**src/serial_io_pkg.sv**
```systemverilog
package serial_io_pkg;

    localparam logic [15:0] ADDR_PORT_FUNC  = 16'hFF20;
    localparam logic [15:0] ADDR_PORT_DIR   = 16'hFF21;
    localparam logic [15:0] ADDR_PORT_LATCH = 16'hFF01;
    localparam logic [15:0] ADDR_MODE       = 16'hFF80;
    localparam logic [15:0] ADDR_CLK_SEL    = 16'hFF81;
    localparam logic [15:0] ADDR_TX_BUF     = 16'hFF84;
    localparam logic [15:0] ADDR_SHIFT      = 16'hFF85;
    localparam logic [15:0] ADDR_DONE_FLAG  = 16'hFF86;

    localparam logic [7:0] PORT_FUNC_RESET  = 8'h00;
    localparam logic [7:0] PORT_FUNC_MASK   = 8'h48;
    localparam logic [7:0] PORT_DIR_RESET   = 8'hFF;
    localparam logic [7:0] PORT_LATCH_RESET = 8'h00;
    localparam logic [7:0] DATA_RESET       = 8'h00;

    localparam int MODE_ENABLE_BIT = 7;
    localparam int MODE_TXMODE_BIT = 6;
    localparam int MODE_DIR_BIT    = 4;
    localparam int MODE_BUSY_BIT   = 0;
    localparam int CLK_POL_BIT     = 4;
    localparam int CLK_PHASE_BIT   = 3;
    localparam int CLK_SRC_MSB     = 2;
    localparam int FUNC_TX_BIT     = 3;
    localparam int FUNC_TX2_BIT    = 6;
    localparam int PIN_CLK         = 1;
    localparam int PIN_DIN         = 2;
    localparam int PIN_DOUT        = 3;
    localparam int PIN_DOUT2       = 6;

    localparam logic [2:0] CLK_SRC_EXT  = 3'h7;
    localparam logic [3:0] BITS_PER_XFR = 4'h8;
    localparam logic [6:0] DIV_ALL_ONES = 7'h7F;

    typedef struct packed {
        logic enable;
        logic tx_mode;
        logic lsb_first;
    } mode_s;

    typedef struct packed {
        logic       polarity;
        logic       phase;
        logic [2:0] source;
    } clk_sel_s;

    typedef enum logic {
        ST_IDLE = 1'b0,
        ST_RUN  = 1'b1
    } xfer_state_e;

endpackage

```
**src/three_wire_serial_io_port.sv**
```systemverilog
//Contract
//pin-select bit 3 routes async transmit out
//direction bit 0 output, 1 input
//direction register resets to all ones
//master clock: direction 0, latch 1
//data out pin: direction 0, latch 0
//slave pins: clock and data directions 1
//enable clear stops, clears busy and shifter
//port use needs mode register zero
//configure clock, mode, enable, then start
//transmit mode: buffer write starts transfer
//receive mode: shifter read starts transfer
//eight bits per transfer, clock synchronous
//busy flag bit 0 set at start
//after eight bits: done flag, busy clear
//no register access while busy
//slave needs clock source code 111
//clock pin as port needs polarity 0
//mode bits 7,6,4,0; others read zero
//clock select: polarity 4, source 2..0
//polarity and phase pick timing type
//port function resets zero, bits 6,3
//bit order 0 msb, 1 lsb first
//source divides by 2^(code+1), 111 external
//receive-only holds data out low
//data out holds last bit after transfer
//shifter loads buffer, shifts input in
`timescale 1ns/1ps
module three_wire_serial_io_port (
    input  wire logic        ref_clk,
    input  wire logic        rst_n,
    input  wire logic [15:0] addr,
    input  wire logic [7:0]  wdata,
    input  wire logic        wr,
    input  wire logic        rd,
    output logic      [7:0]  rdata,
    input  wire logic [7:0]  pin_in,
    output logic      [7:0]  pin_out,
    output logic      [7:0]  pin_oe,
    input  wire logic        async_transmit_out,
    input  wire logic        second_async_transmit_out,
    output logic             transfer_done_irq_flag
);

    serial_io_pkg::mode_s       mode;
    serial_io_pkg::clk_sel_s    clk_sel;
    serial_io_pkg::xfer_state_e state;

    logic [7:0] port_func;
    logic [7:0] port_dir;
    logic [7:0] port_latch;
    logic [7:0] tx_buf;
    logic [7:0] shifter;
    logic [7:0] pin_meta;
    logic [7:0] pin_sync;
    logic       ext_clk_prev;
    logic       sck_int;
    logic       serial_data_out;
    logic [6:0] div_cnt;
    logic [3:0] bit_cnt;

    // register decode
    wire wr_func  = wr && addr == serial_io_pkg::ADDR_PORT_FUNC;
    wire wr_dir   = wr && addr == serial_io_pkg::ADDR_PORT_DIR;
    wire wr_latch = wr && addr == serial_io_pkg::ADDR_PORT_LATCH;
    wire wr_mode  = wr && addr == serial_io_pkg::ADDR_MODE;
    wire wr_csel  = wr && addr == serial_io_pkg::ADDR_CLK_SEL;
    wire wr_tx    = wr && addr == serial_io_pkg::ADDR_TX_BUF;
    wire wr_done  = wr && addr == serial_io_pkg::ADDR_DONE_FLAG;
    wire rd_shift = rd && addr == serial_io_pkg::ADDR_SHIFT;

    wire busy    = state == serial_io_pkg::ST_RUN;
    wire ext_clk = clk_sel.source == serial_io_pkg::CLK_SRC_EXT;
    wire idle_lv = ~clk_sel.polarity;

    // start triggers
    wire start_tx = wr_tx && mode.enable && mode.tx_mode && !busy;
    wire start_rx = rd_shift && mode.enable && !mode.tx_mode
                    && !busy;
    wire start    = start_tx || start_rx;

    // internal clock divider: half period of 2^code cycles
    wire [6:0] div_mask = serial_io_pkg::DIV_ALL_ONES
                          >> (serial_io_pkg::CLK_SRC_EXT
                              - clk_sel.source);
    wire       div_tick = (div_cnt & div_mask) == div_mask;

    // external clock edge taken from the second sync stage only
    // slave edges arrive three cycles late, so half periods must be longer
    wire ext_now  = pin_sync[serial_io_pkg::PIN_CLK];
    wire ext_edge = ext_now != ext_clk_prev;

    // leading edge leaves the idle level, trailing edge returns to it
    wire m_edge   = busy && !ext_clk && div_tick;
    wire lead     = ext_clk ? (busy && ext_edge && ext_clk_prev == idle_lv)
                            : (m_edge && sck_int == idle_lv);
    wire trail    = ext_clk ? (busy && ext_edge && ext_clk_prev != idle_lv)
                            : (m_edge && sck_int != idle_lv);

    // phase 0: drive on leading, sample on trailing; phase 1: reverse
    wire drive_ev  = clk_sel.phase ? trail : lead;
    wire sample_ev = clk_sel.phase ? lead : trail;
    wire last_bit  = bit_cnt == serial_io_pkg::BITS_PER_XFR;
    // in phase 0 the closing trailing edge also samples the eighth bit
    wire [3:0] bits_taken = sample_ev ? bit_cnt + 4'h1 : bit_cnt;
    wire finish    = trail
                     && bits_taken == serial_io_pkg::BITS_PER_XFR;

    // a buffer write that starts a transfer has not reached tx_buf yet
    wire [7:0] load_val  = start_tx ? wdata : tx_buf;
    wire [7:0] first_src = start ? load_val : shifter;
    wire       out_bit   = mode.lsb_first ? first_src[0]
                                          : first_src[7];
    wire       si_bit    = pin_sync[serial_io_pkg::PIN_DIN];
    wire [7:0] shifted   = mode.lsb_first ? {si_bit, shifter[7:1]}
                                          : {shifter[6:0], si_bit};

    wire [7:0] mode_rd = {mode.enable, mode.tx_mode, 1'b0,
                          mode.lsb_first, 3'b000, busy};
    wire [7:0] csel_rd = {3'b000, clk_sel.polarity, clk_sel.phase,
                          clk_sel.source};

    logic [7:0] next_rdata;
    always_comb begin
        unique case (addr)
            serial_io_pkg::ADDR_PORT_FUNC:  next_rdata = port_func;
            serial_io_pkg::ADDR_PORT_DIR:   next_rdata = port_dir;
            serial_io_pkg::ADDR_PORT_LATCH: next_rdata = port_latch;
            serial_io_pkg::ADDR_MODE:       next_rdata = mode_rd;
            serial_io_pkg::ADDR_CLK_SEL:    next_rdata = csel_rd;
            serial_io_pkg::ADDR_TX_BUF:     next_rdata = tx_buf;
            serial_io_pkg::ADDR_SHIFT:      next_rdata = shifter;
            serial_io_pkg::ADDR_DONE_FLAG:
                next_rdata = {7'h00, transfer_done_irq_flag};
            default:                        next_rdata = 8'h00;
        endcase
    end

    // pin muxing; latch gates the clock and is or-ed with the data out
    wire        sck_pin   = ext_clk ? idle_lv : sck_int;
    wire        so_pin    = mode.tx_mode & serial_data_out;
    logic [7:0] next_pin_out;
    always_comb begin
        next_pin_out = port_latch;
        if (mode.enable) begin
            next_pin_out[serial_io_pkg::PIN_CLK] =
                port_latch[serial_io_pkg::PIN_CLK] & sck_pin;
            next_pin_out[serial_io_pkg::PIN_DOUT] =
                port_latch[serial_io_pkg::PIN_DOUT] | so_pin;
        end else begin
            next_pin_out[serial_io_pkg::PIN_CLK] =
                port_latch[serial_io_pkg::PIN_CLK]
                & ~clk_sel.polarity;
        end
        if (port_func[serial_io_pkg::FUNC_TX_BIT]) begin
            next_pin_out[serial_io_pkg::PIN_DOUT] =
                async_transmit_out;
        end
        if (port_func[serial_io_pkg::FUNC_TX2_BIT]) begin
            next_pin_out[serial_io_pkg::PIN_DOUT2] =
                second_async_transmit_out;
        end
    end

    always_ff @(posedge ref_clk or negedge rst_n) begin
        if (!rst_n) begin
            pin_meta <= 8'h00;
            pin_sync <= 8'h00;
        end else begin
            pin_meta <= pin_in;
            pin_sync <= pin_meta;
        end
    end

    always_ff @(posedge ref_clk or negedge rst_n) begin
        if (!rst_n) begin
            pin_out <= serial_io_pkg::PORT_LATCH_RESET;
            pin_oe  <= 8'h00;
            rdata   <= 8'h00;
        end else begin
            pin_out <= next_pin_out;
            pin_oe  <= ~port_dir;
            rdata   <= rd ? next_rdata : 8'h00;
        end
    end

    // port registers
    always_ff @(posedge ref_clk or negedge rst_n) begin
        if (!rst_n) begin
            port_func  <= serial_io_pkg::PORT_FUNC_RESET;
            port_dir   <= serial_io_pkg::PORT_DIR_RESET;
            port_latch <= serial_io_pkg::PORT_LATCH_RESET;
        end else begin
            if (wr_func)
                port_func <= wdata & serial_io_pkg::PORT_FUNC_MASK;
            if (wr_dir)
                port_dir <= wdata;
            if (wr_latch)
                port_latch <= wdata;
        end
    end

    // control registers; changes during a transfer are software's fault
    always_ff @(posedge ref_clk or negedge rst_n) begin
        if (!rst_n) begin
            mode    <= '0;
            clk_sel <= '0;
            tx_buf  <= serial_io_pkg::DATA_RESET;
        end else begin
            if (wr_mode) begin
                mode.enable    <= wdata[serial_io_pkg::MODE_ENABLE_BIT];
                mode.tx_mode   <= wdata[serial_io_pkg::MODE_TXMODE_BIT];
                mode.lsb_first <= wdata[serial_io_pkg::MODE_DIR_BIT];
            end
            if (wr_csel) begin
                clk_sel.polarity <= wdata[serial_io_pkg::CLK_POL_BIT];
                clk_sel.phase    <= wdata[serial_io_pkg::CLK_PHASE_BIT];
                clk_sel.source   <= wdata[serial_io_pkg::CLK_SRC_MSB:0];
            end
            if (wr_tx && !busy)
                tx_buf <= wdata;
        end
    end

    // done flag: hardware set beats a software clear in the same cycle
    always_ff @(posedge ref_clk or negedge rst_n) begin
        if (!rst_n)
            transfer_done_irq_flag <= 1'b0;
        else if (finish)
            transfer_done_irq_flag <= 1'b1;
        else if (wr_done && wdata[0])
            transfer_done_irq_flag <= 1'b0;
    end

    // transfer engine; enable low clears it on the next edge
    always_ff @(posedge ref_clk or negedge rst_n) begin
        if (!rst_n) begin
            state           <= serial_io_pkg::ST_IDLE;
            shifter         <= serial_io_pkg::DATA_RESET;
            bit_cnt         <= 4'h0;
            div_cnt         <= 7'h00;
            sck_int         <= 1'b1;
            ext_clk_prev    <= 1'b1;
            serial_data_out <= 1'b0;
        end else if (!mode.enable) begin
            state           <= serial_io_pkg::ST_IDLE;
            shifter         <= serial_io_pkg::DATA_RESET;
            bit_cnt         <= 4'h0;
            div_cnt         <= 7'h00;
            sck_int         <= idle_lv;
            ext_clk_prev    <= ext_now;
            serial_data_out <= 1'b0;
        end else begin
            ext_clk_prev <= ext_now;
            div_cnt      <= busy ? div_cnt + 7'h01 : 7'h00;
            if (m_edge)
                sck_int <= ~sck_int;
            else if (!busy)
                sck_int <= idle_lv;
            unique case (state)
                serial_io_pkg::ST_IDLE: begin
                    if (start) begin
                        state   <= serial_io_pkg::ST_RUN;
                        shifter <= load_val;
                        bit_cnt <= 4'h0;
                        if (clk_sel.phase)
                            serial_data_out <= out_bit;
                    end
                end
                serial_io_pkg::ST_RUN: begin
                    if (sample_ev) begin
                        shifter <= shifted;
                        bit_cnt <= bit_cnt + 4'h1;
                    end
                    // the final trailing edge drives nothing new
                    if (drive_ev && !last_bit)
                        serial_data_out <= out_bit;
                    if (finish)
                        state <= serial_io_pkg::ST_IDLE;
                end
            endcase
        end
    end

endmodule

```
**config.mk**
```make
export PLATFORM = sky130hd
export DESIGN_NAME = three_wire_serial_io_port
export DESIGN_NICKNAME = d
export VERILOG_FILES = /design/src/serial_io_pkg.sv /design/src/three_wire_serial_io_port.sv
export SDC_FILE = /design/constraint.sdc
export NUM_CORES = 1
export LEC_CHECK = 0
export BUFFER_PORTS_ARGS = -buffer_cell sky130_fd_sc_hd__clkbuf_2
export CAP_MARGIN = 20
export CORE_ASPECT_RATIO = 1.5
export CORE_MARGIN = 10
export CORE_UTILIZATION = 62
export CTS_CLUSTER_SIZE = 24
export DETAILED_ROUTE_END_ITERATION = 8
export GPL_ROUTABILITY_DRIVEN = 0
export PLACE_DENSITY = 0.85
export SLEW_MARGIN = 20
export SYNTH_ARGS = -nofsm -noshare
export SYNTH_HDL_FRONTEND = slang
export SYNTH_SLANG_ARGS = --single-unit
```
**constraint.sdc**
```tcl
create_clock -name ref_clk -period 3.9 [get_ports ref_clk]
set_input_delay 0.78 -clock ref_clk [delete_from_list [all_inputs] [get_ports ref_clk]]
set_output_delay 0.78 -clock ref_clk [all_outputs]
set_load 0.005 [all_outputs]
```
-- Word level (Yosys, flattened, before mapping)
Cells that the tools add are included.
W data, S select, Z words.
- flip-flop bits (word level): 88
- latch bits: 0
- memory bits (writable): 0
- memory bits (read-only): 0
- bits of input ports: 38
- output and inout bits: 25
- word-level logic and storage cells: 130
- memories kept: 0
- $add $sub $neg: 3
- multipliers: 0
- divide/modulo/power cells: 0
- magnitude comparators: 0
- equal/unequal tests: 22
- shifts and indexed selects: 1
- muxes and demuxes: 38
- bitwise gates (word level): 9
- reduce and logical (&&, ||, !) cells: 33
- operators with widths (operator ; number):
    $eq A16 B16 Y1 const B ; 8
    $pmux W8 S8 ; 1
    $mux W8 ; 6
    $logic_and A1 B1 Y1 ; 25
    $mux W1 ; 22
    $pmux W8 S2 ; 1
    $mux W7 ; 2
    $mux W4 ; 3
    $ne A3 B2 Y1 const B ; 3
    $eq A4 B4 Y1 const B ; 2
    $not A8 Y8 ; 1
    $pmux W4 S2 ; 1
    $add A7 B1 Y7 const B ; 1
    $and A7 B7 Y7 ; 1
    $eq A7 B7 Y1 ; 1
    $shr A7 B3 Y7 const A ; 1
    $ne A3 B3 Y1 const B ; 2
    $add A4 B1 Y4 const B ; 1
    $logic_not A1 Y1 ; 4
    $pmux W1 S2 ; 2
    $and A1 B1 Y1 ; 3
    $eq A3 B3 Y1 const B ; 1
    $ne A1 B1 Y1 ; 3
    $not A1 Y1 ; 3
    7 further kinds ; 8

-- Logic depth before layout (Yosys ltp)
Gate-level depths: netlist of run 1.
- depth after elaboration: 14
- depth in mapped cells: 8
- mapped depth without buffers: 7

-- Worst setup path before layout of run 1
Ideal clock, no wire load.
- path type: input to register
- start: input addr[1]
- end: register serial_data_out
- setup time: 0.128 ns
- data arrival time: 2.337 ns
- data required time: 3.772 ns
- path slack: 1.436 ns
- stages on the path: 7
- buffers on the path: 1
- cell sequence: buf_2 nor4b_1 nand3_1 o22a_1 o211ai_1 a21oi_1 mux2_1
- longest elaborated chain between the ends: 12
- elaborated cells between the ends (all ways): 21
- those cells by class: eq/ne: 3; mux: 8; reduce/logical: 10
- ends and longest elaborated chain (item ; RTL line ; RTL):
    from (decl) ; three_wire_serial_io_port.sv:32 ; input wire logic [15:0] addr,
    $eq A16 B16 Y1, on equally long branches ; three_wire_serial_io_port.sv:68, three_wire_serial_io_port.sv:70 ;
    $logic_and A1 B1 Y1, on equally long branches ; three_wire_serial_io_port.sv:68, three_wire_serial_io_port.sv:70 ;
    $logic_and A1 B1 Y1, on equally long branches (2 in a row) ; three_wire_serial_io_port.sv:77, three_wire_serial_io_port.sv:78 ;
    $logic_and A1 B1 Y1, on equally long branches ; three_wire_serial_io_port.sv:77, three_wire_serial_io_port.sv:79 ;
    $mux W8 / $logic_or A1 B1 Y1 (equally long branches) ; three_wire_serial_io_port.sv:110, three_wire_serial_io_port.sv:80 ;
    $mux W8 ; three_wire_serial_io_port.sv:111 ; wire [7:0] first_src = start ? load_val : shifter;
    $mux W1 ; three_wire_serial_io_port.sv:112 ; wire out_bit = mode.lsb_first ? first_src[0]
    $mux W1 ; three_wire_serial_io_port.sv:266 ; if (clk_sel.phase)
    $mux W1 ; three_wire_serial_io_port.sv:262 ; if (start) begin
    $pmux W1 S2 ; three_wire_serial_io_port.sv:260 ; unique case (state)
    $mux W1 ; three_wire_serial_io_port.sv:245 ; end else if (!mode.enable) begin
    to (signal assigned) ; three_wire_serial_io_port.sv:267 ; serial_data_out <= out_bit;
    to (signal assigned) ; three_wire_serial_io_port.sv:277 ; serial_data_out <= out_bit;
    to (decl) ; three_wire_serial_io_port.sv:58 ; logic serial_data_out;
Parallel ways exist; a longest one is shown, timed or not. The select of a mux whose other input is x is not followed.
A chain may end at the register's enable or synchronous reset.

-- Worst setup path in the final report of run 1
- start: input addr[0]
- end: register rdata[3]
- longest elaborated chain between the ends: 3
- elaborated cells between the ends (all ways): 10
- those cells by class: eq/ne: 8; mux: 2
- ends and longest elaborated chain (item ; RTL line ; RTL):
    $eq A16 B16 Y1 ; three_wire_serial_io_port.sv:125 ; unique case (addr)
    $pmux W8 S8 * ; three_wire_serial_io_port.sv:125 ;
    $mux W8 * ; three_wire_serial_io_port.sv:183 ; rdata <= rd ? next_rdata : 8'h00;
    to (signal assigned) ; three_wire_serial_io_port.sv:183 ;
    to (decl) ; three_wire_serial_io_port.sv:36 ; output logic [7:0] rdata,
Every way passes the cells marked *; elsewhere a longest branch is shown, timed or not.

==> impl_summary.md, run 1 <==
Yosys
Counting distinct cell types in the post-synthesis netlist gives 67. In this run the cell area of the synthesized design comes to 4380 sq um. The warning count from the yosys run is 0.

The biggest area contributor in the post-synthesis netlist is sky130_fd_sc_hd__dfrtp_1. The async set-or-reset flop fraction in the synthesized netlist is 1.00. Of the synthesized area, sequential elements account for 0.489. The number of synthesized register bits is 85. Yosys attributes the largest share of cell area to sky130_fd_sc_hd__dfrtp_1, sky130_fd_sc_hd__mux2_2, sky130_fd_sc_hd__dfstp_2.

The net count after synthesis is 441. The synthesized netlist cell count is 400. The commonest register cell after synthesis is sky130_fd_sc_hd__dfrtp_1. The share of Yosys cell area claimed by the top area cell type is 0.429. The number of flops mapped to enable cells by yosys is 0. The average cell area after synthesis is 10.9 sq um.

Power
Summed over all nets, the switching power comes to 0.000386 W. Power spread over the standard cell area amounts to 328 nW/um^2. Summed over all cells, the static leakage comes to 2.16 nW. Of the total power, registers draw 0.551. Internal power comes to 0.00122 W. The combinational share of power is 0.041. The switching share of total power is 0.240. Across the VDD grid, the largest voltage drop is 0.000238 V. The proportion of power drawn by the clock network is 0.407.

Clock network
The CTS tree is yes. The clock drives 85 sinks. The number of hold buffers added after CTS is 0. The post-cts gate resize count is 0. Clock tree synthesis inserted a total of 9 buffers.

The clock edge transition at the registers on the reported setup and hold paths is 90 ps. CTS built an H-tree with a depth of 3. The number of setup buffers added after CTS is 0.

The root buffer cell is sky130_fd_sc_hd__clkbuf_8. In this run the deepest clock path goes through 2 buffers. For the worst-skew pair, the clock arrives at the later sink with an insertion delay of 370 ps.

Floorplanning
The initial utilization of the core area, before any placement, comes to 0.639. The top-level I/O count is 63. The cell row count is 37.

After floorplanning, the core was sized to cover 6850 sq um. The die height is 123 um. The floorplan step defined a die boundary enclosing 10900 sq um. The die is 88.6 um wide.

Place
After legalization and detailed placement, the total HPWL measured 8.30 mm. Input and output buffers added on the ports amount to 56.

Worst setup path
The reg-to-reg startpoint is busy. For the worst setup path, the data required time is 4190 ps. The type of element launching the critical path is an input pin. The worst setup path is captured at a register. Along the worst path, the maximum fanout reaches 13. The capture instance of the worst register-to-register path is bit_cnt[0]. The reg2reg setup slack is 1290 ps.

The path type of the worst setup path is input pin to register. The critical path data arrival time is 3170 ps. The number of cells on the worst reg-to-reg path is 5.

Worst hold path
The tightest min-delay check is of the register to register type. In this run the most critical hold path is launched from pin_meta[1]. The worst hold path terminates at pin_sync[1]. The worst hold path passes through 0 cells.

GRT
Entering global routing, the biggest net connects 86 pins. For this run, global-route usage on met2 was measured as 0.378. The routing usage on met1 is 0.238.

For this run, global-route usage on met3 was measured as 0.0461. The first global-routing pass estimated 18.1 mm of wire. The via count of the first global-routing pass is 3551. The number of antenna violations at the first check in global routing is 0. After global routing, the most crowded layer is met2. After global routing the overflow that remains totals 0. In the global route stage, overall resource usage came out at 0.218.

Routing
Detailed routing inserted a total of 3711 vias. In this run, the number of DRC markers left after iteration 0 of detailed routing was 381. The count of nets left with antenna violations once routing finished came out at 0. After detailed routing, the number of remaining DRC violations is 0. Dividing the detail-routed via count by the number of cells gives 6.94.

The pre-antenna-repair detailed-routing pass consisted of 5 iterations. Wires add up to 11.5 mm. Dividing the detail-routed wire length by the instance count gives 21.4 um.

Timing
Setup repair after global routing left no endpoint under its margin. Based on the critical path, the design can be clocked at up to 348 MHz. Across the routed clock network, the largest skew measured is 8.94 ps.

The worst slew slack as a fraction of its limit is 0.287. The count of pins over their slew limit was 0. The final count of hold timing violations came to 0. The worst slack on hold paths is 358 ps. Setup violations remaining at the end of the flow were counted as 0. The final critical delay including setup and external delays is 2880 ps.

For the final routed database, the setup TNS stands at 0 ps. The final period utilization is 0.737. At the pin with the least slew margin, the transition time is 1060 ps.

Final layout
The fraction of layout instances using a drive strength above 1 is 0.289. Once layout is complete, the utilization of the core stands at 0.715. The layout overhead on the synthesized area is 11.9%. The leading cell type in the layout, fill and taps excluded is sky130_fd_sc_hd__dfrtp_1. In the layout the commonest cells are sky130_fd_sc_hd__dfrtp_1, sky130_fd_sc_hd__clkbuf_2, sky130_fd_sc_hd__mux2_2. The fill cell total of the finished layout is 510. The antenna diode count is 0. After the last flow step, the layout net total stands at 493.

Run
The reported max-cap violation count is 0.

Run status
The run finished with clean final reports.
==> power by group through the flow <==
stage,registers [W],clock network (W),logic [W]
final,0.000886,0.000655,0.0000666
after global placement,0.000903,0,0.0000639
after global routing,0.000886,0.000687,0.0000734
after floorplan,0.000903,0,0.0000196
after CTS,0.000886,0.000654,0.0000658
after detailed placement,0.000903,0,0.0000655
==> critical path: stages <==
cell and delay (ps):
sky130_fd_sc_hd__clkbuf_2 250, sky130_fd_sc_hd__nand2b_1 150, sky130_fd_sc_hd__or3_1 350, sky130_fd_sc_hd__or2_2 340, sky130_fd_sc_hd__nor4_1 820, sky130_fd_sc_hd__a22oi_1 240
sky130_fd_sc_hd__a31oi_1 230
==> synth_stat cells, types with 2 or more instances <==
cell type,number
sky130_fd_sc_hd__a21o_1,2
sky130_fd_sc_hd__a21oi_1,20
sky130_fd_sc_hd__a221oi_1,6
sky130_fd_sc_hd__a222oi_1,3
sky130_fd_sc_hd__a22o_1,8
sky130_fd_sc_hd__a22oi_1,9
sky130_fd_sc_hd__a31oi_1,9
sky130_fd_sc_hd__a32oi_1,2
sky130_fd_sc_hd__and3_1,4
sky130_fd_sc_hd__and4_1,2
sky130_fd_sc_hd__buf_1,2
sky130_fd_sc_hd__buf_2,4
sky130_fd_sc_hd__buf_6,2
sky130_fd_sc_hd__clkbuf_1,9
sky130_fd_sc_hd__dfrtp_1,75
sky130_fd_sc_hd__dfstp_2,10
sky130_fd_sc_hd__ha_1,3
sky130_fd_sc_hd__inv_1,16
sky130_fd_sc_hd__mux2_2,38
sky130_fd_sc_hd__mux2i_1,14
sky130_fd_sc_hd__nand2_1,24
sky130_fd_sc_hd__nand2b_1,6
sky130_fd_sc_hd__nand3_1,11
sky130_fd_sc_hd__nand4_1,11
sky130_fd_sc_hd__nor2_1,24
sky130_fd_sc_hd__nor2b_1,7
sky130_fd_sc_hd__nor3_1,7
sky130_fd_sc_hd__nor4_1,6
sky130_fd_sc_hd__nor4_4,2
sky130_fd_sc_hd__o211ai_1,2
sky130_fd_sc_hd__o21a_1,3
sky130_fd_sc_hd__o21ai_0,12
sky130_fd_sc_hd__o21bai_1,2
sky130_fd_sc_hd__o22ai_1,2
sky130_fd_sc_hd__o31ai_1,2
sky130_fd_sc_hd__or3_1,4
sky130_fd_sc_hd__or4_1,5
sky130_fd_sc_hd__xor2_1,3
==> through the flow <==
step                      instances  setup WS (ps)  cell area (sq um)  power [W]
after global placement          519            956               4690   0.000967
after detailed placement        519            867               4690   0.000969
after global routing            535           1040               4900    0.00165
after CTS                       535           1250               4900    0.00161
after floorplan                 400           1440               4380   0.000922
final                           535           1020               4900    0.00161
==> layout make-up <==
cell class,count,area (sq um),share of cell area
Clock buffer,10,138,0.0281
Clock inverter,6,68.8,0.0140
Inverter,16,60.1,0.0123
Multi-Input combinational cell,282,2090,0.427
Sequential cell,85,2140,0.437
Tap cell,78,97.6,0.0199
Timing Repair Buffer,58,302,0.0615
==> cells by family (layout without fill, tap and decap cells) <==
family	after synthesis	after routing	share of synthesized area
AOI/OAI and AO/OA	94	94	0.152
adders and majority gates	3	3	0.00857
buffers and inverters	33	90	0.0329
and+or+nand+nor	127	127	0.173
DFF	85	85	0.489
muxes	53	53	0.132
xor gates and xnor gates	5	5	0.0131
==> layer usage <==
metal / share of wire / up-vias
li1: - / 1625
met1: 0.35 / 1814
met2: 0.51 / 217
met3: 0.077 / 55
met4: 0.055 / 0
met5: 0 / -
==> worst max-delay path by stage <==
stage                      endpoint  startpoint  slack (ps)  cells past startpoint
CTS                        rdata[3]     addr[1]        1250                      7
floorplan           serial_data_out     addr[1]        1440                      7
detailed placement         rdata[3]     addr[1]         870                      7
finish                     rdata[3]     addr[0]        1020                      7
global placement         clk_sel[2]     addr[1]         960                      7
global route               rdata[3]     addr[0]        1040                      7
==> state kept, by name (all words and copies together) (netlist names) <==
name and cells:
port_func 2, port_dir 8, sck_int 1, tx_buf 8
port_latch 8, serial_data_out 1, pin_sync 2, div_cnt 6
ext_clk_prev 1, pin_meta 2, mode 3, pin_out 8
clk_sel 5, transfer_done_irq_flag 1, bit_cnt 4, rdata 8
busy 1, pin_oe 8, shifter 8
Power figures use the tool's default switching activity.
==> inputs of run 2 (changes only) <==
--- a/config.mk
+++ b/config.mk
@@ -9,11 +9,11 @@
 export CAP_MARGIN = 20
 export CORE_ASPECT_RATIO = 1.5
 export CORE_MARGIN = 10
-export CORE_UTILIZATION = 62
+export CORE_UTILIZATION = 57
 export CTS_CLUSTER_SIZE = 24
 export DETAILED_ROUTE_END_ITERATION = 8
 export GPL_ROUTABILITY_DRIVEN = 0
-export PLACE_DENSITY = 0.85
+export PLACE_DENSITY = 0.8
 export SLEW_MARGIN = 20
 export SYNTH_ARGS = -nofsm -noshare
 export SYNTH_HDL_FRONTEND = slang
==> constraint.sdc (replaced) <==
create_clock -name ref_clk -period 3 [get_ports ref_clk]
set_input_delay 0.6 -clock ref_clk [delete_from_list [all_inputs] [get_ports ref_clk]]
set_output_delay 0.6 -clock ref_clk [all_outputs]
set_load 0.005 [all_outputs]
==> impl_summary.md, run 2 (synthesized netlist as in run 1, its figures left out) <==
Power
The reported net switching power came to 0.000517 W (+34%). The internal power summed over all cells was 0.00182 W (+49%). The part of the total power dissipated in sequential elements is 0.493 (-0.058).

The maximum vdd ir drop is 0.000304 V (+28%). The ratio of total power to cell area is 459 nW/um^2 (+40%). The proportion of power drawn by the clock network is 0.470 (+0.063). The leakage power is 2.26 nW (+4.3%).

The combinational share of power came to 0.038 (-0.003). The switching share of total power is 0.221 (-0.0192).

Clock network
The post-cts gate resize count is 0 (unchanged). The buffer levels on the longest clock path is 2 (unchanged). The count of clock tree sinks is 85 (unchanged).

The clock edge transition at the registers on the reported setup and hold paths is 60 ps (-30 ps). The number of H-tree branching levels was 3 (unchanged). The post-CTS setup repair buffer count was 0 (unchanged). The CTS tree is yes. The clock latency reported for the late side of the worst-skew pair is 340 ps (-30 ps). The CTS buffer count is 9 (unchanged). The root buffer cell chosen for the clock tree is sky130_fd_sc_hd__clkbuf_16. The number of hold buffers added after CTS came to 0 (unchanged).

Routing
The number of antenna-violating nets in the routed design is 0 (unchanged). The number of DRC violations after detailed routing came to 0 (unchanged). The mean routed wirelength per cell came to 20.2 um (-5.5%). The DRC marker count from the first detailed-route iteration came to 381 (unchanged). The total routed wirelength came to 11.5 mm (+0.52%). The number of vias after detailed routing is 3670 (-1.1%). The number of detailed-routing iterations run before antenna repair came to 7 (+2).

The post-detailed-route via-to-cell ratio was 6.45 (-7.0%).

GRT
The combined global-route utilization of all metal layers was 0.201 (-0.0171). The via count of the first global-routing pass was 3649 (+2.8%). The wire length of the first global-routing pass was 18.7 mm (+3.3%). The total overflow reported by the global router came to 0 (unchanged). The number of antenna violations at the first check in global routing is 0 (unchanged). The maximum number of pins on one net before global-route repair is 86 (unchanged).

Worst setup path
The family with the most delay on the worst path is simple AND/OR/NAND/NOR gates. The critical path data arrival time came to 2720 ps (-450 ps). The type of element launching the critical path is a register. The cell depth of the worst setup path was 6 (-1). The setup path with the least slack is of type register to register. The maximum fanout encountered on the critical timing path is 17 (+4).

The reg2reg setup slack is 510 ps (-780 ps). The capture instance of the worst register-to-register path is serial_data_out. Walking the worst path, the cells encountered are nor4b_1, nand3_1, o22a_1, o211ai_1, a21oi_1, mux2_1. The worst setup path is captured at a register.

The required time of the worst setup path was 3230 ps (-960 ps). The sum of buffers and inverters on the critical path is 0 (-1). The reg-to-reg startpoint is busy. The master of the slowest instance on the critical path is sky130_fd_sc_hd__dfrtp_1. The number of cells on the worst reg-to-reg path is 6 (+1). The largest stage delay on the critical path came to 630 ps (-190 ps).

Timing
The final period utilization is 0.830. The final count of hold timing violations is 0 (unchanged). The worst clock skew on the final layout came to 7.00 ps (-1.94 ps). Setup repair after global routing left no endpoint under its margin. The final critical delay including setup and external delays is 2490 ps.

The actual transition at the worst max-transition pin was 822 ps (-237 ps). The post-route setup TNS is 0 ps (unchanged). Based on the critical path, the design can be clocked at up to 402 MHz.

The final setup violation count is 0 (unchanged). The worst slew slack as a fraction of its limit is 0.448 (+0.161). The count of pins over their slew limit was 0 (unchanged).

Final layout
The area growth from synthesis to layout is 16.5%. The fill cell total of the finished layout is 565 (+11%). The antenna diode count came to 0 (unchanged).

Leaving out fill and tap cells, the most frequent cells in the layout are sky130_fd_sc_hd__dfrtp_1, sky130_fd_sc_hd__clkbuf_2, sky130_fd_sc_hd__mux2_2. The number of nets in the layout came to 503 (+2.0%). The post-route cell area is 5100 sq um (+4.1%). The fraction of layout instances using a drive strength above 1 is 0.306 (+0.0174). The leading cell type in the layout, fill and taps excluded is sky130_fd_sc_hd__dfrtp_1.

Run status
The run finished with clean final reports.

Floorplanning
The starting density of the core is 0.579 (-0.0601). The standard cell core area is 7560 sq um (+10%). The full die area came to 11700 sq um (+7.0%). The cell row count is 39 (+5.4%). The top-level I/O count was 63 (unchanged). The die width is 91.6 um (+3.3%). The die height is 127 um (+3.6%).

Place
The count of buffers from port buffering is 56 (unchanged). The detailed placement HPWL is 8.42 mm (+1.5%). The post-detailed-placement cell area is 4790 sq um (+2.2%).

Run
The reported max-cap violation count is 0 (unchanged).

Worst hold path
The class of the tightest hold or removal check is input pin to async pin.
run 2: changes by cell type in the layout (fill, tap and decap cells not counted), sizes merged:
cell      delta
clkinv       +2
clkbuf       -1
buf         +10
clkinvlp     -1
run 2: layer usage:
| metal | wire length [um] | share of wire | global-route usage |
|---|---|---|---|
| met1 | 4050 | 0.35 | 0.213 |
| met2 | 5990 | 0.52 | 0.346 |
| met3 | 930 | 0.081 | 0.0633 |
| met4 | 543 | 0.047 | 0.109 |
| met5 | 0 | 0 | 0 |
run 2: layout make-up:
cell class	instances	area, sq um	area share
clock buffers	9	225	0.0442
clock inverters	7	71.3	0.0140
inverters	16	60.1	0.0118
multi-input cells	282	2100	0.412
flip-flops and latches	85	2140	0.420
well taps	102	128	0.0250
repair buffers	68	377	0.0738
run 2: through the flow:
| step | utilization | setup WS [ps] | instances | hold slack (ps) | total power, W |
|---|---|---|---|---|---|
| after global placement | 0.634 | 375 | 553 | 333 | 0.00126 |
| after detailed placement | 0.634 | 338 | 553 | 338 | 0.00126 |
| after global routing | 0.674 | 261 | 569 | 351 | 0.00242 |
| final | 0.674 | 511 | 569 | 282 | 0.00234 |
| after floorplan | - | 716 | 400 | 304 | 0.00120 |
| after CTS | 0.673 | 569 | 569 | 352 | 0.00236 |
run 2: how the worst max path moves through the flow:
stage	start	to	slack, ps
detailed placement	addr[0]	port_latch[7]	340
floorplan	addr[1]	serial_data_out	720
global route	busy	shifter[2]	260
CTS	busy	serial_data_out	570
global placement	addr[5]	tx_buf[2]	370
finish	busy	serial_data_out	510
run 2: power groups by stage:
stage / logic (W) / clock network [W] / registers [W]
3_5_place_dp: 0.0000874 / 0 / 0.00117
4_1_cts: 0.0000882 / 0.00112 / 0.00115
5_1_grt: 0.0000990 / 0.00116 / 0.00115
6_report: 0.0000881 / 0.00110 / 0.00115
2_1_floorplan: 0.0000255 / 0 / 0.00117
3_3_place_gp: 0.0000849 / 0 / 0.00117
==> inputs of run 3 (changes only) <==
--- a/config.mk
+++ b/config.mk
@@ -5,6 +5,7 @@
 export SDC_FILE = /design/constraint.sdc
 export NUM_CORES = 1
 export LEC_CHECK = 0
+export ABC_AREA = 1
 export BUFFER_PORTS_ARGS = -buffer_cell sky130_fd_sc_hd__clkbuf_2
 export CAP_MARGIN = 20
 export CORE_ASPECT_RATIO = 1.5
==> constraint.sdc (replaced) <==
create_clock -name ref_clk -period 2.6 [get_ports ref_clk]
set_input_delay 0.52 -clock ref_clk [delete_from_list [all_inputs] [get_ports ref_clk]]
set_output_delay 0.52 -clock ref_clk [all_outputs]
set_load 0.005 [all_outputs]
==> impl_summary.md, run 3 <==
Run status
The flow ran to the end, and the final reports show no timing, DRC or antenna violations.

Routing
The number of antenna-violating nets in the routed design came to 0 (unchanged). The total routed wirelength is 11.5 mm (-0.46%). The number of detailed-routing iterations run before antenna repair is 6 (-1). The number of vias after detailed routing is 3787 (+3.2%). The DRC marker count from the first detailed-route iteration is 296 (-22%). The number of DRC violations after detailed routing came to 0 (unchanged). The post-detailed-route via-to-cell ratio is 5.58 (-14%). The mean routed wirelength per cell is 16.9 um (-17%).

GRT
The maximum number of pins on one net before global-route repair was 50 (-42%). The wire length of the first global-routing pass is 19.1 mm (+2.0%). The number of antenna violations at the first check in global routing is 0 (unchanged).

The via count of the first global-routing pass is 3924 (+7.5%). The combined global-route utilization of all metal layers is 0.206 (+0.00562). The total overflow reported by the global router is 0 (unchanged).

Power
The proportion of power drawn by the clock network came to 0.376 (-0.094). The combinational share of power is 0.044 (+0.006). The ratio of total power to cell area is 471 nW/um^2 (+2.6%). The maximum vdd ir drop is 0.000450 V (+48%).

The switching share of total power is 0.242 (+0.0217). The internal power summed over all cells is 0.00173 W (-4.9%). The leakage power is 2.34 nW (+3.9%).

The part of the total power dissipated in sequential elements is 0.581 (+0.088). The reported net switching power is 0.000555 W (+7.4%).

Clock network
The count of clock tree sinks is 85 (unchanged). The cell sitting at the root of the clock tree is a sky130_fd_sc_hd__clkbuf_8. The post-cts gate resize count is 0 (unchanged). The clock latency reported for the late side of the worst-skew pair is 370 ps (+30 ps). The buffer levels on the longest clock path came to 2 (unchanged).

TritonCTS built the clock tree. The post-CTS setup repair buffer count is 0 (unchanged). The clock edge transition at the registers on the reported setup and hold paths is 80 ps (+20 ps).

The CTS buffer count came to 9 (unchanged). The number of H-tree branching levels is 3 (unchanged). The number of hold buffers added after CTS is 0 (unchanged).

Floorplanning
The cell row count is 38 (-2.6%). The full die area is 11500 sq um (-1.4%). The die width is 91.0 um (-0.66%). The starting density of the core is 0.592 (+0.0128). The top-level I/O count is 63 (unchanged).

The standard cell core area is 7270 sq um (-3.8%). The die height is 126 um (-0.71%).

Timing
The maximum frequency from static timing analysis is 484 MHz (+20%). The final period utilization was 0.794 (-0.0352). The worst clock skew on the final layout is 9.08 ps (+2.08 ps). Setup repair after global routing left no endpoint under its margin. The count of pins over their slew limit came to 0 (unchanged).

The worst slew slack as a fraction of its limit is 0.577 (+0.128). The final count of hold timing violations came to 0 (unchanged). The post-route setup TNS came to 0 ps (unchanged). The actual transition at the worst max-transition pin is 635 ps (-187 ps). The final setup violation count is 0 (unchanged). The final critical delay including setup and external delays is 2070 ps (-423 ps).

Place
The detailed placement HPWL is 8.64 mm (+2.6%). The count of buffers from port buffering is 56 (unchanged).

Final layout
The utilization of the core after routing is 0.668 (-0.00606). The total area of multi-input combinational cells is 1810 sq um (-14%). The antenna diode count is 0 (unchanged). The register cell area after layout came to 2140 sq um (unchanged). Leaving out fill and tap cells, the most frequent cells in the layout are sky130_fd_sc_hd__nand2_1, sky130_fd_sc_hd__dfrtp_1, sky130_fd_sc_hd__inv_1. Leaving out fill and tap cells, the most frequent cell in the layout is sky130_fd_sc_hd__nand2_1. The fill cell total of the finished layout is 622 (+10%). The number of nets in the layout is 615 (+22%).

The fraction of layout instances using a drive strength above 1 came to 0.218 (-0.0886). Relative to the synthesized area, the layout overhead comes to 12.9%.

Yosys
The async set-or-reset flop fraction in the synthesized netlist came to 1.00 (unchanged). The number of flops mapped to enable cells by yosys is 0 (unchanged). In the synthesized netlist the dominant register cell turns out to be sky130_fd_sc_hd__dfrtp_1. The average cell area after synthesis is 8.39 sq um (-23%). The commonest cells after synthesis are sky130_fd_sc_hd__nand2_1, sky130_fd_sc_hd__dfrtp_1, sky130_fd_sc_hd__inv_1. The post-synthesis sequential area ratio is 0.497 (+0.00838). The post-synthesis cell type count came to 43 (-36%). The combined area of all synthesized cells is 4300 sq um (-1.7%).

The synthesized netlist cell count is 513 (+28%). Ranked by total cell area, the synthesized netlist is headed by sky130_fd_sc_hd__dfrtp_1, sky130_fd_sc_hd__nand2_1, sky130_fd_sc_hd__dfstp_2. The number of synthesized register bits is 85 (unchanged). The net count after synthesis is 554 (+26%). The warning count from the yosys run came to 0 (unchanged).

The share of Yosys cell area claimed by the top area cell type is 0.436 (+0.00735). The most used standard cell by instance count after synthesis is sky130_fd_sc_hd__nand2_1. The largest total area in the synthesized netlist belongs to sky130_fd_sc_hd__dfrtp_1.

Worst setup path
The type of element launching the critical path is a register. The endpoint kind of the worst setup timing path is a register. The path type of the worst setup path is register to register.

The required time of the worst setup path came to 2910 ps (-320 ps). The maximum fanout encountered on the critical timing path was 18 (+1). The critical path data arrival time is 2380 ps (-340 ps).

Run
The reported max-cap violation count is 0 (unchanged).

Worst hold path
The class of the tightest hold or removal check is input pin to async pin.
## run 3: cell count changes after synthesis, moves of 9 or more
cell	delta
sky130_fd_sc_hd__a21oi_1	+14
sky130_fd_sc_hd__a22oi_1	-9
sky130_fd_sc_hd__inv_1	+50
sky130_fd_sc_hd__mux2_2	-38
sky130_fd_sc_hd__mux2i_1	-14
sky130_fd_sc_hd__nand2_1	+88
sky130_fd_sc_hd__nand3_1	+24
sky130_fd_sc_hd__nor2_1	+11
sky130_fd_sc_hd__o21ai_0	+29
## run 3: power by group through the flow
stage	logic, W	registers [W]	clock network, W
2_1_floorplan	0.0000286	0.00135	0
3_3_place_gp	0.0000976	0.00136	0
3_5_place_dp	0.000101	0.00136	0
4_1_cts	0.000101	0.00133	0.000871
5_1_grt	0.000113	0.00133	0.000921
6_report	0.000100	0.00133	0.000860
## run 3: kinds of logic (layout without fill, tap and decap cells)
family	count (synthesis)	in the layout	synth area share
DFF	85	85	0.497
and+or+nand+nor	226	226	0.257
buffers and inverters	84	150	0.0814
adders and majority gates	3	3	0.00872
xor gates and xnor gates	4	4	0.00989
AOI/OAI and AO/OA	111	111	0.146
## run 3: worst paths after layout
path	start	to	slack [ps]	depth (start not counted)
min in group ref_clk	pin_in[1]	pin_meta[1]	250	1
max in group asynchronous	rst_n	port_dir[4]	1760	2
setup / recovery	busy	shifter[2]	530	12
setup reg to reg	busy	shifter[2]	530	12
hold reg to reg	pin_meta[2]	pin_sync[2]	360	0
hold / removal	rst_n	pin_meta[1]	160	1
## run 3: through the flow
| stage | power [W] | cells | worst slack (ps) | area, sq um | hold WS (ps) |
|---|---|---|---|---|---|
| after floorplan | 0.00138 | 513 | 949 | 4300 | 224 |
| after global placement | 0.00145 | 663 | 530 | 4690 | 334 |
| after detailed placement | 0.00146 | 663 | 513 | 4690 | 341 |
| after CTS | 0.00230 | 679 | 583 | 4860 | 180 |
| after global routing | 0.00236 | 679 | 397 | 4860 | 192 |
| final | 0.00229 | 679 | 534 | 4860 | 156 |
## run 3: layout make-up
type | count | share of cell area
sequential | 85 | 0.440
multi-input combinational | 344 | 0.373
timing repair buffer | 59 | 0.0654
inverter | 75 | 0.0595
clock buffer | 12 | 0.0299
tap | 100 | 0.0257
clock inverter | 4 | 0.00618
## run 3: worst max-delay path: stages, from the launching register on
cell	delay [ps]
sky130_fd_sc_hd__dfrtp_1	650
sky130_fd_sc_hd__inv_4	200
sky130_fd_sc_hd__a21oi_2	140
sky130_fd_sc_hd__o21ai_1	100
sky130_fd_sc_hd__nor2_1	140
sky130_fd_sc_hd__nand2_2	90
sky130_fd_sc_hd__nand3_4	130
sky130_fd_sc_hd__nand2_4	80
sky130_fd_sc_hd__nand2_4	110
sky130_fd_sc_hd__nand2_8	90
sky130_fd_sc_hd__inv_6	90
sky130_fd_sc_hd__nand4_1	80
sky130_fd_sc_hd__nand2_1	90
## run 3: metal layers
metal,GRT usage,share of wire
met3,0.0579,0.066
met2,0.358,0.50
met5,0,0
met4,0.114,0.044
met1,0.220,0.39
